### src/logic/aifd_params.svh
// Field positions, codes and reset values of the array instruction field decoder
`ifndef AIFD_PARAMS_SVH
`define AIFD_PARAMS_SVH

// ------------------------
// Word and operand widths
// ------------------------
`define AIFD_INSTR_W     32
`define AIFD_DATA_W      32
`define AIFD_LIT_W       16
`define AIFD_ADDR_W      8
`define AIFD_INT_MAX_W   6
`define AIFD_JMP_W       15

// ------------------------
// Field positions
// ------------------------
`define AIFD_GRP_HI      31
`define AIFD_GRP_LO      28
`define AIFD_SUB_HI      27
`define AIFD_SUB_LO      26
`define AIFD_STEP_HI     25
`define AIFD_STEP_LO     24
`define AIFD_STYPE_BIT   23
`define AIFD_PRI_HI      22
`define AIFD_PRI_LO      19
`define AIFD_MOD_HI      18
`define AIFD_MOD_LO      15
`define AIFD_ADDR_HI     14
`define AIFD_ADDR_LO     7
`define AIFD_WORD_BIT    6
`define AIFD_INT_HI      5
`define AIFD_INT_LO      0
`define AIFD_DIR_BIT     14
`define AIFD_GEOM_BIT    13
`define AIFD_LIT_HI      15
`define AIFD_LIT_LO      0
`define AIFD_LSPARE_HI   18
`define AIFD_LSPARE_LO   16
`define AIFD_JMP_HI      14
`define AIFD_JMP_LO      0

// ------------------------
// Register selector codes
// ------------------------
`define AIFD_REG_MAX     4'hd
`define AIFD_REG_EDGE    4'he
`define AIFD_REG_BAD     4'hf
`define AIFD_MOD_NONE    4'h0
`define AIFD_AMOD_MAX    4'h7

// ------------------------
// Reset values
// ------------------------
`define AIFD_RST_WORD    32'h00000000

`endif

### src/logic/aifd_pkg.sv
// Types and shared decode helpers of the array instruction field decoder
package aifd_pkg;
  `include "aifd_params.svh"

  // ------------------------
  // Enumerations
  // ------------------------
  typedef enum logic [3:0] {
    AIFD_G_STORE   = 4'h0, AIFD_G_EQUIV  = 4'h1, AIFD_G_LOADREG = 4'h2,
    AIFD_G_ORTHBC  = 4'h3, AIFD_G_CONST  = 4'h4, AIFD_G_BITBC   = 4'h5,
    AIFD_G_STOREBC = 4'h6, AIFD_G_ROWBC  = 4'h7, AIFD_G_SHIFT   = 4'h8,
    AIFD_G_SREG    = 4'h9, AIFD_G_SLIT   = 4'ha, AIFD_G_SSHIFT  = 4'hb,
    AIFD_G_JUMP    = 4'hc, AIFD_G_JEDGE  = 4'hd, AIFD_G_LOOP    = 4'he,
    AIFD_G_NONE    = 4'hf
  } aifd_group_e;

  typedef enum logic [1:0] {
    AIFD_SC_PLANE = 2'h0, AIFD_SC_ROW = 2'h1, AIFD_SC_COLUMN = 2'h2, AIFD_SC_WORD = 2'h3
  } aifd_scope_e;

  typedef enum logic [1:0] {
    AIFD_ST_HOLD = 2'h0, AIFD_ST_INC = 2'h1, AIFD_ST_DEC = 2'h2, AIFD_ST_BAD = 2'h3
  } aifd_step_e;

  typedef enum logic [2:0] {
    AIFD_ALU_NONE = 3'h0, AIFD_ALU_ADD = 3'h1, AIFD_ALU_SUB = 3'h2, AIFD_ALU_AND = 3'h3,
    AIFD_ALU_OR   = 3'h4, AIFD_ALU_SHL = 3'h5, AIFD_ALU_SHR = 3'h6, AIFD_ALU_ROT = 3'h7
  } aifd_alu_e;

  typedef enum logic [1:0] {
    AIFD_S_RUN = 2'b01, AIFD_S_SECOND = 2'b10
  } aifd_state_e;

  // ------------------------
  // Decoded instruction
  // ------------------------
  typedef struct packed {
    aifd_group_e              group;
    logic [1:0]               subop;
    logic                     is_array;
    logic                     is_scalar;
    logic                     is_jump;
    logic                     is_loop;
    logic                     loop_exit;
    logic                     jump_on_edge_instr;
    logic                     reg_write;
    logic                     array_broadcast;
    logic                     orth_broadcast;
    logic                     store_read;
    logic                     store_write;
    logic                     pe_clock;
    logic                     dest_a;
    logic                     dest_q;
    logic                     dest_c;
    logic                     and_with_dest;
    logic                     zero_operand;
    logic                     ones_operand;
    logic                     response;
    aifd_scope_e              scope;
    aifd_alu_e                alu;
    logic [3:0]               primary_reg_select;
    logic                     primary_is_edge_reg;
    logic [3:0]               modifier_reg_select;
    logic                     modifier_is_edge_reg;
    logic                     modifier_none;
    logic [`AIFD_ADDR_W-1:0]  plane_addr;
    logic [`AIFD_INT_MAX_W-1:0] int_field;
    logic                     word_sel;
    aifd_step_e               loop_step_control;
    logic                     step_rowcol;
    logic                     shift_right;
    logic                     edge_topology_select;
    logic                     use_literal;
    logic [`AIFD_DATA_W-1:0]  literal;
    logic [`AIFD_JMP_W-1:0]   jump_target;
    logic                     invert;
    logic                     carry_discard;
    logic                     compound;
    logic                     second;
  } aifd_dec_s;

  // ------------------------
  // Shared helpers
  // ------------------------
  function automatic logic aifd_is_array(input logic [3:0] g);
    aifd_is_array = (g <= 4'h8);
  endfunction

  // Groups whose primary selector may name the edge register
  function automatic logic aifd_pri_edge_ok(input logic [3:0] g, input logic [1:0] s);
    case (g)
      4'h1, 4'h3, 4'h5, 4'h6, 4'h7: aifd_pri_edge_ok = 1'b1;
      4'h2:                         aifd_pri_edge_ok = (s != 2'h2);
      4'hb:                         aifd_pri_edge_ok = (s <= 2'h1);
      default:                      aifd_pri_edge_ok = 1'b0;
    endcase
  endfunction

  function automatic logic aifd_compound(input logic [3:0] g, input logic [1:0] s);
    aifd_compound = (s == 2'h2 && g == 4'h0) || (s == 2'h3 && g == 4'h4);
  endfunction
endpackage

### src/logic/aifd_decoder.sv
// Instruction field decoder between the code store and the control unit
`timescale 1ns/1ps
`include "aifd_params.svh"
// What this block does
// [RULE1] Takes one 32-bit instruction word per instruction and splits it by operation code.
// [RULE2] Flags an error for any bit pattern that is no valid instruction.
// [RULE3] Operation field yields write enables, broadcast, ALU function, jump, loop, array controls.
// [RULE4] Top four operation bits give one of fifteen functional groups; code 15 is invalid.
// [RULE5] Primary selector names register 0 to 13, or edge register where allowed.
// [RULE6] Scalar ops: primary register is first operand and destination; edge only some shifts.
// [RULE7] Primary selector also names broadcast, bit-test or response register.
// [RULE8] Array ops: modifier picks register 1 to 7, or code for no modification.
// [RULE9] Loop and jump ops: modifier picks register 1 to 13, or no modification.
// [RULE10] Scalar ops: modifier picks register 0 to 13 as second operand.
// [RULE11] Plane address field is eight bits of bit-plane address.
// [RULE12] Integer field is 5 bits on small machine, 6 bits on large.
// [RULE13] Word-select bit absent on small machine, one bit on large.
// [RULE14] Loop step control leaves, increments or decrements the address.
// [RULE15] Step type picks plane address or row/column address for stepping.
// [RULE16] Direction bit sets shift direction or carry propagation direction.
// [RULE17] Topology bit picks planar zero-fill or cyclic wrap edges.
// [RULE18] Sixteen-bit literal is zero-extended to 32 bits.
// [RULE19] Jump target field covers every location of the program block.
// [RULE20] Compound instruction issues first component, then second.
// [RULE21] Sums without carry destination discard the carry.
// [RULE22] Inverted operand flag complements every plane bit before use.
// [RULE23] Broadcast is row form or orthogonal column form.
// [RULE24] Decoded fields appear the cycle after the word is registered.
module aifd_decoder import aifd_pkg::*; #(
  parameter int INT_W  = 6,
  parameter int WORD_W = 1
) (
  input  wire logic                     clock_i,
  input  wire logic                     rst_i,
  input  wire logic                     instr_valid_i,
  input  wire logic [`AIFD_INSTR_W-1:0] instr_word_i,
  input  wire logic                     err_clear_i,
  output logic                          instr_ready_o,
  output logic                          dec_valid_o,
  output aifd_dec_s                     dec_o,
  output logic                          invalid_o,
  output logic                          err_flag_o
);
  // ------------------------
  // State
  // ------------------------
  localparam logic [`AIFD_INT_MAX_W-1:0] INT_MASK = `AIFD_INT_MAX_W'((1 << INT_W) - 1);

  logic [`AIFD_INSTR_W-1:0] instr;
  logic [`AIFD_INSTR_W-1:0] next_instr;
  logic                     held;
  logic                     next_held;
  aifd_state_e              state;
  aifd_state_e              next_state;
  aifd_dec_s                next_dec;
  logic                     next_dec_valid;
  logic                     next_invalid;
  logic                     next_err_flag;
  aifd_dec_s                d;
  logic                     illegal;
  logic                     accept;
  logic [3:0]               grp;
  logic [1:0]               sub;

  aifd_legality #(
    .INT_W  (INT_W),
    .WORD_W (WORD_W)
  ) u_legality (
    .instr_i   (instr),
    .invalid_o (illegal)
  );

  // ------------------------
  // Field decode of the held word
  // ------------------------
  always_comb begin
    grp = instr[`AIFD_GRP_HI:`AIFD_GRP_LO]; // [RULE4]
    sub = instr[`AIFD_SUB_HI:`AIFD_SUB_LO];
    d = '0;
    d.group = aifd_group_e'(grp); // [RULE4]
    d.subop = sub;
    d.primary_reg_select   = instr[`AIFD_PRI_HI:`AIFD_PRI_LO]; // [RULE5]
    d.primary_is_edge_reg  = (d.primary_reg_select == `AIFD_REG_EDGE); // [RULE7]
    d.modifier_reg_select  = instr[`AIFD_MOD_HI:`AIFD_MOD_LO];
    d.modifier_is_edge_reg = (d.modifier_reg_select == `AIFD_REG_EDGE);
    d.is_array = aifd_is_array(grp);
    d.compound = aifd_compound(grp, sub);
    if (d.is_array) begin
      d.modifier_none = (d.modifier_reg_select == `AIFD_MOD_NONE); // [RULE8]
      d.plane_addr = instr[`AIFD_ADDR_HI:`AIFD_ADDR_LO]; // [RULE11]
      d.int_field  = instr[`AIFD_INT_HI:`AIFD_INT_LO] & INT_MASK; // [RULE12]
      d.word_sel   = (WORD_W != 0) ? instr[`AIFD_WORD_BIT] : 1'b0; // [RULE13]
      d.loop_step_control = aifd_step_e'(instr[`AIFD_STEP_HI:`AIFD_STEP_LO]); // [RULE14]
    end
    case (d.group)
      AIFD_G_STORE: begin
        d.store_read = 1'b1;
        d.pe_clock = 1'b1;
        d.step_rowcol = instr[`AIFD_STYPE_BIT]; // [RULE15]
        case (sub)
          2'h0: d.dest_a = 1'b1;
          2'h1: begin
            d.dest_a = 1'b1;
            d.and_with_dest = 1'b1;
          end
          2'h2: d.dest_a = 1'b1;
          default: begin
            d.dest_q = 1'b1;
            d.carry_discard = 1'b1; // [RULE21]
          end
        endcase
      end
      AIFD_G_EQUIV: begin
        d.store_read = 1'b1;
        d.pe_clock = 1'b1;
        d.invert = instr[`AIFD_STYPE_BIT]; // [RULE22]
        d.dest_a = (sub != 2'h2);
        d.dest_q = (sub == 2'h2);
        d.and_with_dest = (sub == 2'h1);
      end
      AIFD_G_LOADREG: begin
        d.store_read = 1'b1;
        d.reg_write = 1'b1; // [RULE3]
        d.response = 1'b1; // [RULE7]
        d.step_rowcol = instr[`AIFD_STYPE_BIT]; // [RULE15]
        case (sub)
          2'h0: d.scope = AIFD_SC_ROW;
          2'h1: d.scope = AIFD_SC_COLUMN;
          2'h2: d.scope = AIFD_SC_WORD;
          default: d.scope = AIFD_SC_PLANE;
        endcase
      end
      AIFD_G_ORTHBC, AIFD_G_ROWBC: begin
        d.array_broadcast = 1'b1; // [RULE23]
        d.orth_broadcast = (d.group == AIFD_G_ORTHBC); // [RULE23]
        d.pe_clock = 1'b1;
        d.invert = instr[`AIFD_STYPE_BIT]; // [RULE22]
        d.dest_a = (sub <= 2'h1);
        d.dest_q = (sub >= 2'h2);
        d.and_with_dest = (sub == 2'h1);
        d.carry_discard = (sub == 2'h3); // [RULE21]
      end
      AIFD_G_CONST: begin
        case (sub)
          2'h0: begin
            d.dest_a = 1'b1;
            d.zero_operand = 1'b1;
            d.pe_clock = 1'b1;
          end
          2'h1: begin
            d.dest_q = 1'b1;
            d.ones_operand = 1'b1;
            d.pe_clock = 1'b1;
          end
          2'h2: begin
            d.store_write = 1'b1; // [RULE3]
            d.zero_operand = 1'b1;
          end
          default: begin
            d.dest_q = 1'b1;
            d.zero_operand = 1'b1;
            d.pe_clock = 1'b1;
          end
        endcase
      end
      AIFD_G_BITBC: begin
        d.array_broadcast = 1'b1;
        d.pe_clock = 1'b1;
        d.invert = instr[`AIFD_STYPE_BIT]; // [RULE22]
        d.dest_a = (sub != 2'h2);
        d.dest_q = (sub == 2'h2);
        d.and_with_dest = (sub == 2'h1);
      end
      AIFD_G_STOREBC: begin
        d.array_broadcast = 1'b1; // [RULE23]
        d.store_write = 1'b1;
        d.step_rowcol = instr[`AIFD_STYPE_BIT]; // [RULE15]
        d.scope = (sub == 2'h0) ? AIFD_SC_PLANE : (sub == 2'h1) ? AIFD_SC_ROW : AIFD_SC_WORD;
      end
      AIFD_G_SHIFT: begin
        d.pe_clock = 1'b1;
        // Direction and topology overlay the plane address, which shifts do not use
        d.plane_addr = '0;
        d.shift_right = instr[`AIFD_DIR_BIT]; // [RULE16]
        d.edge_topology_select = instr[`AIFD_GEOM_BIT]; // [RULE17]
        d.dest_a = (sub == 2'h0);
        d.dest_q = (sub != 2'h0);
        d.carry_discard = (sub == 2'h2); // [RULE21]
      end
      AIFD_G_SREG, AIFD_G_SLIT: begin
        d.is_scalar = 1'b1;
        d.reg_write = 1'b1; // [RULE6]
        d.use_literal = (d.group == AIFD_G_SLIT);
        if (d.group == AIFD_G_SLIT) begin
          d.modifier_reg_select = '0;
          d.modifier_is_edge_reg = 1'b0;
          d.literal = {{(`AIFD_DATA_W - `AIFD_LIT_W){1'b0}},
                       instr[`AIFD_LIT_HI:`AIFD_LIT_LO]}; // [RULE18]
        end
        case (sub)
          2'h0: d.alu = AIFD_ALU_ADD; // [RULE10]
          2'h1: d.alu = AIFD_ALU_SUB;
          2'h2: d.alu = AIFD_ALU_AND;
          default: d.alu = AIFD_ALU_OR;
        endcase
      end
      AIFD_G_SSHIFT: begin
        d.is_scalar = 1'b1;
        d.reg_write = 1'b1; // [RULE6]
        d.int_field = instr[`AIFD_INT_HI:`AIFD_INT_LO] & INT_MASK; // [RULE12]
        d.alu = (sub == 2'h0) ? AIFD_ALU_SHL : (sub == 2'h1) ? AIFD_ALU_SHR : AIFD_ALU_ROT;
      end
      AIFD_G_JUMP, AIFD_G_JEDGE, AIFD_G_LOOP: begin
        d.modifier_none = (d.modifier_reg_select == `AIFD_MOD_NONE); // [RULE9]
        d.jump_target = instr[`AIFD_JMP_HI:`AIFD_JMP_LO]; // [RULE19]
        d.is_jump = (d.group == AIFD_G_JUMP) || (d.group == AIFD_G_JEDGE && sub == 2'h0);
        d.jump_on_edge_instr = (d.group == AIFD_G_JEDGE && sub == 2'h0);
        d.loop_exit = (d.group == AIFD_G_JEDGE && sub == 2'h1);
        d.is_loop = (d.group == AIFD_G_LOOP); // [RULE3]
      end
      default: d.group = AIFD_G_NONE;
    endcase
    // Second half of load_a_clear_c_compound and of the Q/C zero pair: clear C only
    if (d.compound && state == AIFD_S_SECOND) begin
      d.second = 1'b1; // [RULE20]
      d.store_read = 1'b0;
      d.dest_a = 1'b0;
      d.dest_q = 1'b0;
      d.dest_c = 1'b1;
      d.zero_operand = 1'b1;
      d.and_with_dest = 1'b0;
      d.loop_step_control = AIFD_ST_HOLD;
    end
    // A bad word clears every write, read, clock and branch enable and array_broadcast, but not orth_broadcast, jump_on_edge_instr or loop_step_control
    if (illegal) begin
      d.reg_write = 1'b0; // [RULE2]
      d.store_write = 1'b0;
      d.store_read = 1'b0;
      d.pe_clock = 1'b0;
      d.dest_a = 1'b0;
      d.dest_q = 1'b0;
      d.dest_c = 1'b0;
      d.response = 1'b0;
      d.array_broadcast = 1'b0;
      d.is_jump = 1'b0;
      d.is_loop = 1'b0;
      d.loop_exit = 1'b0;
      d.compound = 1'b0;
    end
  end

  // ------------------------
  // Fetch and issue sequencing
  // ------------------------
  // The code store is stalled only while the first half of a compound issues
  assign instr_ready_o = !(held && d.compound && state == AIFD_S_RUN); // [RULE20]
  assign accept = instr_valid_i && instr_ready_o;

  always_comb begin
    next_instr = accept ? instr_word_i : instr; // [RULE1]
    next_state = AIFD_S_RUN;
    next_held = accept;
    next_dec = dec_o;
    next_dec_valid = 1'b0;
    next_invalid = 1'b0;
    next_err_flag = err_flag_o && !err_clear_i;
    case (state)
      AIFD_S_RUN: begin
        if (held) begin
          next_dec = d; // [RULE24]
          next_dec_valid = 1'b1;
          next_invalid = illegal;
          if (d.compound) begin
            next_state = AIFD_S_SECOND; // [RULE20]
            next_held = 1'b1;
          end
        end
      end
      AIFD_S_SECOND: begin
        next_dec = d; // [RULE20]
        next_dec_valid = 1'b1;
      end
      default: next_state = AIFD_S_RUN;
    endcase
    // A new error in the clearing cycle wins over the clear
    if (next_invalid) begin
      next_err_flag = 1'b1; // [RULE2]
    end
  end

  always_ff @(posedge clock_i or posedge rst_i) begin
    if (rst_i) begin
      instr       <= `AIFD_RST_WORD;
      held        <= 1'b0;
      state       <= AIFD_S_RUN;
      dec_o       <= '0;
      dec_valid_o <= 1'b0;
      invalid_o   <= 1'b0;
      err_flag_o  <= 1'b0;
    end else begin
      instr       <= next_instr;
      held        <= next_held;
      state       <= next_state;
      dec_o       <= next_dec;
      dec_valid_o <= next_dec_valid;
      invalid_o   <= next_invalid;
      err_flag_o  <= next_err_flag;
    end
  end
endmodule // aifd_decoder

### src/logic/aifd_legality.sv
// Bit-pattern legality check of one instruction word
`timescale 1ns/1ps
`include "aifd_params.svh"
module aifd_legality import aifd_pkg::*; #(
  parameter int INT_W  = 6,
  parameter int WORD_W = 1
) (
  input  wire logic [`AIFD_INSTR_W-1:0] instr_i,
  output logic                          invalid_o
);
  logic [3:0] grp;
  logic [1:0] sub;
  logic [3:0] pri;
  logic [3:0] md;
  logic       bad;

  always_comb begin
    grp = instr_i[`AIFD_GRP_HI:`AIFD_GRP_LO];
    sub = instr_i[`AIFD_SUB_HI:`AIFD_SUB_LO];
    pri = instr_i[`AIFD_PRI_HI:`AIFD_PRI_LO];
    md  = instr_i[`AIFD_MOD_HI:`AIFD_MOD_LO];
    bad = (grp == 4'hf);
    bad = bad || (pri == `AIFD_REG_BAD);
    bad = bad || (pri == `AIFD_REG_EDGE && !aifd_pri_edge_ok(grp, sub)); // [RULE5]
    case (grp)
      4'h1, 4'h5, 4'h6, 4'h8, 4'hb: bad = bad || (sub == 2'h3);
      4'hd:                         bad = bad || (sub > 2'h1);
      default:                      bad = bad;
    endcase
    if (aifd_is_array(grp)) begin
      bad = bad || (md > `AIFD_AMOD_MAX); // [RULE8]
      bad = bad || (instr_i[`AIFD_STEP_HI:`AIFD_STEP_LO] == 2'h3); // [RULE14]
      // Narrow machines carry no word bit and a shorter integer field
      bad = bad || (WORD_W == 0 && instr_i[`AIFD_WORD_BIT]); // [RULE13]
      bad = bad || (INT_W < `AIFD_INT_MAX_W && instr_i[`AIFD_INT_HI]); // [RULE12]
    end
    if (grp >= 4'hc && grp <= 4'he) begin
      bad = bad || (md > `AIFD_REG_MAX); // [RULE9]
    end
    if (grp == 4'h9 || grp == 4'hb) begin
      bad = bad || (md == `AIFD_REG_BAD); // [RULE10]
      bad = bad || (md == `AIFD_REG_EDGE && !(grp == 4'hb && sub <= 2'h1)); // [RULE6]
    end
    if (grp == 4'hb) begin
      bad = bad || (INT_W < `AIFD_INT_MAX_W && instr_i[`AIFD_INT_HI]);
    end
    if (grp == 4'ha) begin
      bad = bad || (instr_i[`AIFD_LSPARE_HI:`AIFD_LSPARE_LO] != 3'h0);
    end
    invalid_o = bad; // [RULE2]
  end
endmodule // aifd_legality

### config.mk
export PLATFORM = sky130hd
export DESIGN_NAME = aifd_decoder
export DESIGN_NICKNAME = d
export VERILOG_FILES = /design/src/logic/aifd_pkg.sv /design/src/logic/aifd_decoder.sv /design/src/logic/aifd_legality.sv
export VERILOG_INCLUDE_DIRS = /design/src /design/src/logic
export SDC_FILE = /design/constraint.sdc
export NUM_CORES = 1
export LEC_CHECK = 0
export ABC_AREA = 1
export BUFFER_PORTS_ARGS = -buffer_cell sky130_fd_sc_hd__buf_2
export CORE_MARGIN = 2
export CORE_UTILIZATION = 35
export DETAILED_ROUTE_END_ITERATION = 7
export GPL_TIMING_DRIVEN = 0
export PLACE_DENSITY = 0.63
export SETUP_SLACK_MARGIN = 0.4
export SLEW_MARGIN = 10
export SYNTH_ARGS = -nofsm -noshare
export SYNTH_HDL_FRONTEND = slang
export SYNTH_HIERARCHICAL = 1
export SYNTH_SLANG_ARGS = --single-unit
### constraint.sdc
create_clock -name clock_i -period 10.8 [get_ports clock_i]
set_input_delay 2.16 -clock clock_i [delete_from_list [all_inputs] [get_ports clock_i]]
set_output_delay 2.16 -clock clock_i [all_outputs]
set_load 0.02 [all_outputs]
# Word level (Yosys, flattened, before mapping)
# Index checks and enable logic that the tools add are counted.
totals:
  regBits: 151
  out_inout_bits: 117
op_classes:
  order_cmp: 8
  eq_ne: 27
  muxes: 69
  reduce_logical: 52
op_table:
  columns: ["cell", "count"]
  rows:
  - ["113-bit case mux with 2 select lines", 1]
  - ["113-bit 2-to-1 mux", 1]
  - ["4-bit == test, second input constant", 12]
  - ["1-bit 2-to-1 mux", 33]
  - ["33-bit 2-to-1 mux", 1]
  - ["2-bit 2-to-1 mux", 10]
  - ["18-bit 2-to-1 mux", 1]
  - ["4-bit by 3-bit == test with 1-bit output, second input constant", 4]
  - ["16-bit 2-to-1 mux", 1]
  - ["15-bit 2-to-1 mux", 1]
  - ["5-bit 2-to-1 mux", 3]
  - ["3-bit case mux with 5 select lines", 1]
  - ["15-bit OR reduction", 1]
  - ["3-bit OR reduction", 5]
  - ["1-bit logical AND", 13]
  - ["1-bit logical OR", 13]
  - ["6-bit 2-to-1 mux", 2]
  - ["4-bit OR reduction", 3]
  - ["5-bit OR reduction", 2]
  - ["3-bit case mux with 3 select lines", 1]
  - ["2-bit == test, second input constant", 4]
  - ["4-bit by 2-bit == test with 1-bit output, second input constant", 2]
  - ["4-bit less-or-equal comparator, second input constant", 2]
  - ["4-bit zero test", 2]
  - ["23 further kinds", 37]

# Depth between registers and ports, before layout
# Gate-level depths: netlist (run 1).
depth:
  word_depth: 26
  mapped_depth: 14

# Hierarchy
# The synthesis (run 1) kept the hierarchy.
modules_own_cells:
  columns: ["module", "instances", "cells_each", "area_each_um2", "seq_area_each_um2"]
  rows:
  - ["aifd_decoder", 1, 639, 5704.2, 3379.5]
  - ["aifd_legality", 1, 56, 240.2, 0.0]

# Least setup slack after synthesis (run 1)
# No wires, ideal clock.
synth_timing:
  kind: "reg2out"
  startpoint: "register instr[30]"
  endpoint: "output instr_ready_o"
  arrival_time_ns: 1.463
  t_required_ns: 8.640
  slack_ns: 7.177
  stages_incl_launch_ff: 10
  path_cell_list: "dfrtp_1 > inv_1 > nor2_1 > nand2_1 > o21ai_0 > nor2_1 > nand2_1 > nand3_1 > nor2_1 > nand2_1"
synth_via:
  elab_chain_len: 22
synth_rtl:
  columns: ["element", "line", "source"]
  rows:
  - ["start: declaration", "aifd_decoder.sv:49", "logic [`AIFD_INSTR_W-1:0] instr;"]
  - ["start signal: assignment", "aifd_decoder.sv:293", "instr <= `AIFD_RST_WORD;"]
  - ["start signal: assignment", "aifd_decoder.sv:301", "instr <= next_instr;"]
  - ["4-bit by 2-bit == test with 1-bit output (tied with other cells)", "aifd_pkg.sv:91", "case (g)"]
  - ["5-bit OR reduction", "aifd_pkg.sv:91", null]
  - ["1-bit case mux with 3 select lines", "aifd_pkg.sv:91", null]
  - ["1-bit zero test", "aifd_legality.sv:24", "bad = bad || (pri == `AIFD_REG_EDGE && !aifd_pri_edge_ok(grp, sub));"]
  - ["1-bit logical AND", "aifd_legality.sv:24", null]
  - ["1-bit logical OR", "aifd_legality.sv:24", null]
  - ["1-bit logical OR, on equally long branches", "aifd_legality.sv:27, aifd_legality.sv:26", null]
  - ["1-bit case mux with 2 select lines", "aifd_legality.sv:25", "case (grp)"]
  - ["[6 not listed]", null, null]
  - ["1-bit logical OR", "aifd_legality.sv:42", "bad = bad || (md == `AIFD_REG_EDGE && !(grp == 4'hb && sub <= 2'h1));"]
  - ["1-bit 2-to-1 mux", "aifd_legality.sv:40", "if (grp == 4'h9 || grp == 4'hb) begin"]
  - ["1-bit logical OR", "aifd_legality.sv:48", "bad = bad || (instr_i[`AIFD_LSPARE_HI:`AIFD_LSPARE_LO] != 3'h0);"]
  - ["1-bit 2-to-1 mux *", "aifd_legality.sv:47", "if (grp == 4'ha) begin"]
  - ["via illegal", "aifd_decoder.sv:60", "logic illegal;"]
  - ["1-bit 2-to-1 mux *", "aifd_decoder.sv:235", "if (illegal) begin"]
  - ["1-bit logical AND * (2 in a row)", "aifd_decoder.sv:256", "assign instr_ready_o = !(held && d.compound && state == AIFD_S_RUN);"]
  - ["1-bit zero test *", "aifd_decoder.sv:256", null]
  - ["end: declaration", "aifd_decoder.sv:38", "output logic instr_ready_o,"]
# Mark *: on every way through the listed nets, which the timed path passes. The rest lies on a longest branch.

# Final worst setup path (run 1)
layout_timing:
  startpoint: "register instr[29]"
  endpoint: "output instr_ready_o"
# Same word-level chain as after synthesis.

==> results of run 1 <==
## routing by layer
layer	up-vias	share of wire	GRT usage
met1	2478	0.46	0.284
met2	172	0.46	0.311
met5	-	0	0
met4	0	0.020	0.0760
li1	2549	-	-
met3	19	0.061	0.0484
## final cells by class
type | instances | area share
Sequential cell | 135 | 0.448
Multi-Input combinational cell | 483 | 0.289
Timing Repair Buffer | 136 | 0.0932
Clock buffer | 18 | 0.0569
Tap cell | 220 | 0.0365
Buffer | 43 | 0.0342
Inverter | 49 | 0.0250
Clock inverter | 14 | 0.0168
Antenna cell | 1 | 0.000332
## worst max-delay path by stage
stage,start,end,slack (ns)
after floorplan,rst_i,dec_o[0]$_DFFE_PP0P_,5.03
after global placement,rst_i,dec_o[79]$_DFFE_PP0P_,3.42
after detailed placement,instr[29]$_DFFE_PP0P_,instr_ready_o,6.78
after CTS,instr[29]$_DFFE_PP0P_,instr_ready_o,6.32
after global routing,instr[29]$_DFFE_PP0P_,instr_ready_o,6.16
final,instr[29]$_DFFE_PP0P_,instr_ready_o,6.26
## where the power goes
| group | internal, W | switching, W | total [W] |
|---|---|---|---|
| combinational | 0.0000734 | 0.000169 | 0.000243 |
| sequential | 0.000553 | 0.0000368 | 0.000590 |
| clock | 0.000317 | 0.000231 | 0.000548 |
| total | 0.000944 | 0.000437 | 0.00138 |
## worst reg2reg max path: stages (launching register included)
cell     delay, ns
dfrtp_1       0.61
nand2_1       0.13
inv_1         0.12
nand2_1       0.09
o21ai_1       0.10
o21ai_0       0.10
nand2_1       0.09
nand3_1       0.17
nor2_1        0.27
nand2_4       0.14
buf_2         0.24
nand3_1       0.11
nand2_1       0.07
## state kept, by name, summed over array words and instances (netlist names)
signal,cells
dec_valid_o,1
dec_o,97
invalid_o,1
instr,32
state,2
err_flag_o,1
held,1
## cells in the final DEF, fill, tap and decap left out, types with 2 or more instances in the layout
cell / count
nand2_1: 262
buf_2: 142
dfrtp_1: 134
o21ai_0: 57
nand3_1: 52
inv_1: 45
nor2_1: 32
buf_4: 17
clkbuf_16: 17
conb_1: 16
clkbuf_1: 14
a21oi_1: 13
o31ai_1: 9
ha_1: 8
o21ai_1: 7
nand4_1: 5
clkinvlp_4: 5
inv_6: 4
inv_2: 3
nor2_2: 3
buf_6: 3
clkinv_2: 3
nand2_2: 2
nand2_4: 2
buf_1: 2
a22o_1: 2
o21a_1: 2
o211ai_1: 2
clkinv_4: 2
## cells by family after synthesis
kind of cell / synth area share
compound gates: 0.0890
fa+ha+maj: 0.0168
buf+inv: 0.0743
flops: 0.569
other cells: 0.000631
simple gates: 0.251
## per-stage QoR
stage                     cell area [um2]  setup WS [ns]  utilization  instances
after global placement               6950           3.42        0.419       1065
after CTS                            7540           6.32        0.455       1098
after detailed placement             6980           6.78        0.421       1066
after floorplan                      6000           5.03            -        710
after global routing                 7540           6.16        0.455       1099
final                                7540           6.26        0.455       1099
==> run metrics, run 1 <==
H-tree levels 4; sequential share of the synthesized area 0.569; Top cell by count, worst path nand2_1; GRT overflow 0; Hold WC Path Type register to register; worst hold margin 0.468 ns; startpoint types register; hold-critical path depth 2; CTS Hold Bufs 0; status finished, final reports clean; # rows 47; count leader, synth nand2_1; Reg2Reg Setup Slack 8.46 ns; Slew HR 0.542; crit path time final 4.54 ns; CTS tree built; synth unique cells 35; Clock Tree Buf Depth 2; Clock Sinks between 100 and 150; Avg Inst Size Synth around 8.6 um2; cell taking the most area after synthesis dfrtp_1; Synth Flop Type dfrtp_1; CTS resizes 0; initial antenna violation count 1; Cell Area, Synth 5940 um2; Design Power roughly 0.0014 W; max-slew violations 0; Num CTS Buffers 17; total track usage 0.204; clock transition at the registers of the reported paths about 0.060 ns; endpoint class of the critical path output pin; share of cells above drive strength 1 0.239; total I/O pin count 153; WL/cell 16.2 um; number of global-route vias before repair 5049; CP cell instances nand2_1, inv_1, nand2_1, o21ai_1, o21ai_0, nand2_1, nand3_1, nor2_1, nand2_1, buf_2; Critical Path Stages 10; Final setup viols 0; cell count of the worst reg-to-reg path 12; clk_lat worst skew 0.43 ns; Final Wtd Congestion around 0.9; Nets 909; CORE AREA 16600 um2; Crit path required time 8.64 ns; synthesis-to-layout area growth 26.9%; final WL ~18 mm; Hold Startpoint dec_o[80]$_DFFE_PP0P_; Iteration-0 DRC Markers between 300 and 400; ys async rst share 1.00; Synth top cells by count nand2_1, dfrtp_1, o21ai_0; Yosys warnings 6; First-pass DRT Iterations 5; crit path DAT ~2.4 ns; Die Width 134 um; Storage cell area 3380 um2; Buf/Inv on CP 2; Post-CTS Setup Repair Bufs 0; crit path kind register to output pin; #FFs+latches synth around 140; Multi-input gate area approximately 2200 um2; RSZ-0062 raised after global routing no; Fill cells 1737; Least-Margin Pin Slew 0.687 ns; number of flops mapped to enable cells by yosys 0; top cells by area, synth dfrtp_1, nand2_1, o21ai_0, nand3_1, inv_1; Crit path largest cell delay 0.61 ns; Min-Delay Endpoint dec_o[80]$_DFFE_PP0P_; Clock Skews 0.00923 ns; r2r endpoint instr[8]$_DFFE_PP0P_; port bufs 135; first-pass GRT wire length about 28 mm; Gate Count Post-Synth 695; Antenna Nets Post-Route 0; vias per cell 4.75; Max Fclk 220 MHz; Die H 134 um; worst vdd ir about 0.10 mV; Worst R2R Start instr[29]$_DFFE_PP0P_; Initial Util 0.358; leak pwr 4.13 nW; setup tns final 0 ns; PwrDens 183 nW/um2; CP top delay family simple AND/OR/NAND/NOR gates; Critical Path Fanout Max 11; Crit-path slowest cell dfrtp_1; largest net degree at the start of global routing 73; fin crit share 0.421; endpoints failing hold 0; DP Wirelength approximately 13 mm; clock root cell clkbuf_16; die area 18000 um2; vias after detailed routing 5218; area fraction of the dominant cell type after synthesis 0.564; # DRC 0; number of max-cap violations 0
No activity file was read; power rests on OpenSTA's default activity.
==> inputs of run 2 (changes only) <==
- PLACE_DENSITY: 0.63 -> 0.65
- clock period: 10.8 -> 4 ns (I/O delays scaled with it)
==> run metrics, run 2 (synthesis gave the netlist of run 1 again) <==
max-slew violations 0 (unchanged); fin crit share 0.773; startpoint types register (unchanged); DP Wirelength 13.0 mm (was 12.8 mm); Crit-path slowest cell dfrtp_1 (unchanged); Clock Skews 0.00737 ns (was 0.00923 ns); Cell Count, Final, Fillers Out 1101 (was 1099); Top cell by count, worst path nand2_1 (unchanged); # rows 47 (unchanged); CORE AREA 16600 um2 (unchanged); number of global-route vias before repair 4869 (was 5049); Multi-input gate area 2180 um2 (unchanged); endpoint class of the critical path output pin (unchanged); leak pwr 4.16 nW (was 4.13 nW); First-pass DRT Iterations 5 (unchanged); Final Wtd Congestion 0.860 (was 0.913); Antenna Nets Post-Route 0 (unchanged); Post-CTS Setup Repair Bufs 0 (unchanged); most common cell after layout, fill and taps aside nand2_1 (unchanged); die area 18000 um2 (unchanged); Die Width 134 um (unchanged); largest net degree at the start of global routing 39 (was 73); Die H 134 um (unchanged); CTS tree built (unchanged); Least-Margin Pin Slew 0.710 ns (was 0.687 ns); Max Fclk between 300 and 400 MHz; Iteration-0 DRC Markers 351 (was 380); crit path time final 3.09 ns; vias per cell 4.72 (was 4.75); WL/cell 16.0 um (was 16.2 um); Slew HR 0.526 (was 0.542); RSZ-0062 raised after global routing no (unchanged); initial antenna violation count 3 (was 1); Critical Path Fanout Max 11 (unchanged); Largest register FFs 97 (unchanged); crit path kind register to output pin (unchanged); Clock Sinks 135 (unchanged); most frequent cells in the layout nand2_1, buf_2, dfrtp_1 (unchanged); setup tns final 0 ns (unchanged); placed cells 1068 (was 1066); Num CTS Buffers 17 (unchanged); CTS resizes 0 (unchanged); clock root cell clkbuf_16 (unchanged); port bufs 135 (unchanged); Design Power 0.00376 W (was 0.00138 W); first-pass GRT wire length 27.4 mm (was 27.8 mm); crit path DAT 2.29 ns (was 2.38 ns); clock transition at the registers of the reported paths 0.05 ns (was 0.06 ns); Clock Tree Buf Depth 2 (unchanged); # DRC 0 (unchanged); Initial Util 0.358 (unchanged); Fill cells 1698 (was 1737); total track usage 0.200 (was 0.204); worst vdd ir 0.303 mV (was 0.102 mV); PwrDens 496 nW/um2 (was 183 nW/um2); status finished, final reports clean (unchanged); CTS Hold Bufs 0 (unchanged); total I/O pin count 153 (unchanged); H-tree levels 4 (unchanged); Crit path largest cell delay 0.58 ns (was 0.61 ns); Storage cell area 3380 um2 (unchanged); Crit path required time 3.20 ns (was 8.64 ns); Hold WC Path Type register to register (unchanged); synthesis-to-layout area growth 27.6% (was 26.9%); Nets 911 (was 909); CP cell instances nand2_1, inv_1, nand2_1, o21ai_1, o21ai_0, nand2_1, nand3_1, nor2_1, nand2_1, buf_2 (unchanged); vias after detailed routing 5202 (was 5218); number of max-cap violations 0 (unchanged); share of cells above drive strength 1 0.237 (was 0.239); final WL 17.6 mm (was 17.8 mm); top flop regs dec_o x97, instr x32, state x2 (unchanged); GRT overflow 0 (unchanged); endpoints failing hold 0 (unchanged); clk_lat worst skew 0.42 ns (was 0.43 ns); most flop-heavy register dec_o (unchanged); Final setup viols 0 (unchanged)
run 2: changes by cell type in the layout (fill, tap and decap cells not counted), sizes merged:
cell      change
clkbuf        +5
inv           -4
buf           +2
clkinvlp      -2
bufinv        +1
clkinv        -1
diode         +1
run 2: per-stage QoR:
stage               worst slack (ns)  utilization  instance area, um2  hold WS (ns)
finish                         0.908        0.458                7590         0.465
global route                   0.699        0.457                7580         0.496
CTS                            0.907        0.457                7580         0.472
detailed placement              1.36        0.423                7020         0.458
global placement               0.628        0.419                6960         0.452
floorplan                       1.52            -                6000         0.442
run 2: critical path: cells and delay by family, from the launching register on:
family	cells	cell delay, ns
DFF	1	0.58
and+or+nand+nor	6	0.84
AOI/OAI and AO/OA	2	0.17
buffers and inverters	2	0.28
run 2: final timing paths:
path / end / startpoint / slack (ns) / cells past startpoint
min in group asynchronous: dec_o[69]$_DFFE_PP0P_ / rst_i / 0.49 / 2
max in group asynchronous: state[0]$_DFF_PP1_ / rst_i / 2.60 / 4
worst max-delay path: instr_ready_o / instr[29]$_DFFE_PP0P_ / 0.91 / 10
worst max register to register: dec_o[93]$_DFFE_PP0P_ / instr[29]$_DFFE_PP0P_ / 1.73 / 12
worst min register to register: dec_o[82]$_DFFE_PP0P_ / dec_o[82]$_DFFE_PP0P_ / 0.46 / 2
worst min-delay path: dec_o[82]$_DFFE_PP0P_ / dec_o[82]$_DFFE_PP0P_ / 0.46 / 2
run 2: cell type report:
type | instances | share of cell area
flip-flops and latches | 135 | 0.445
multi-input cells | 483 | 0.287
repair buffers | 138 | 0.0970
clock buffers | 23 | 0.0617
well taps | 220 | 0.0363
plain buffers | 43 | 0.0340
inverters | 49 | 0.0247
clock inverters | 8 | 0.0130
diodes | 2 | 0.000660
run 2: routing by layer:
layer	wire (um)	GRT usage
met2	8400	0.318
met3	1140	0.0582
met4	184	0.0544
met5	13	0
met1	7850	0.269
run 2: power by group:
part	internal (W)	leakage, nW	total [W]	switching, W
sequential	0.00149	1.76	0.00159	0.0000968
combinational	0.000202	2.13	0.000656	0.000455
clock	0.000944	0.273	0.00151	0.000571
total	0.00264	4.16	0.00376	0.00112
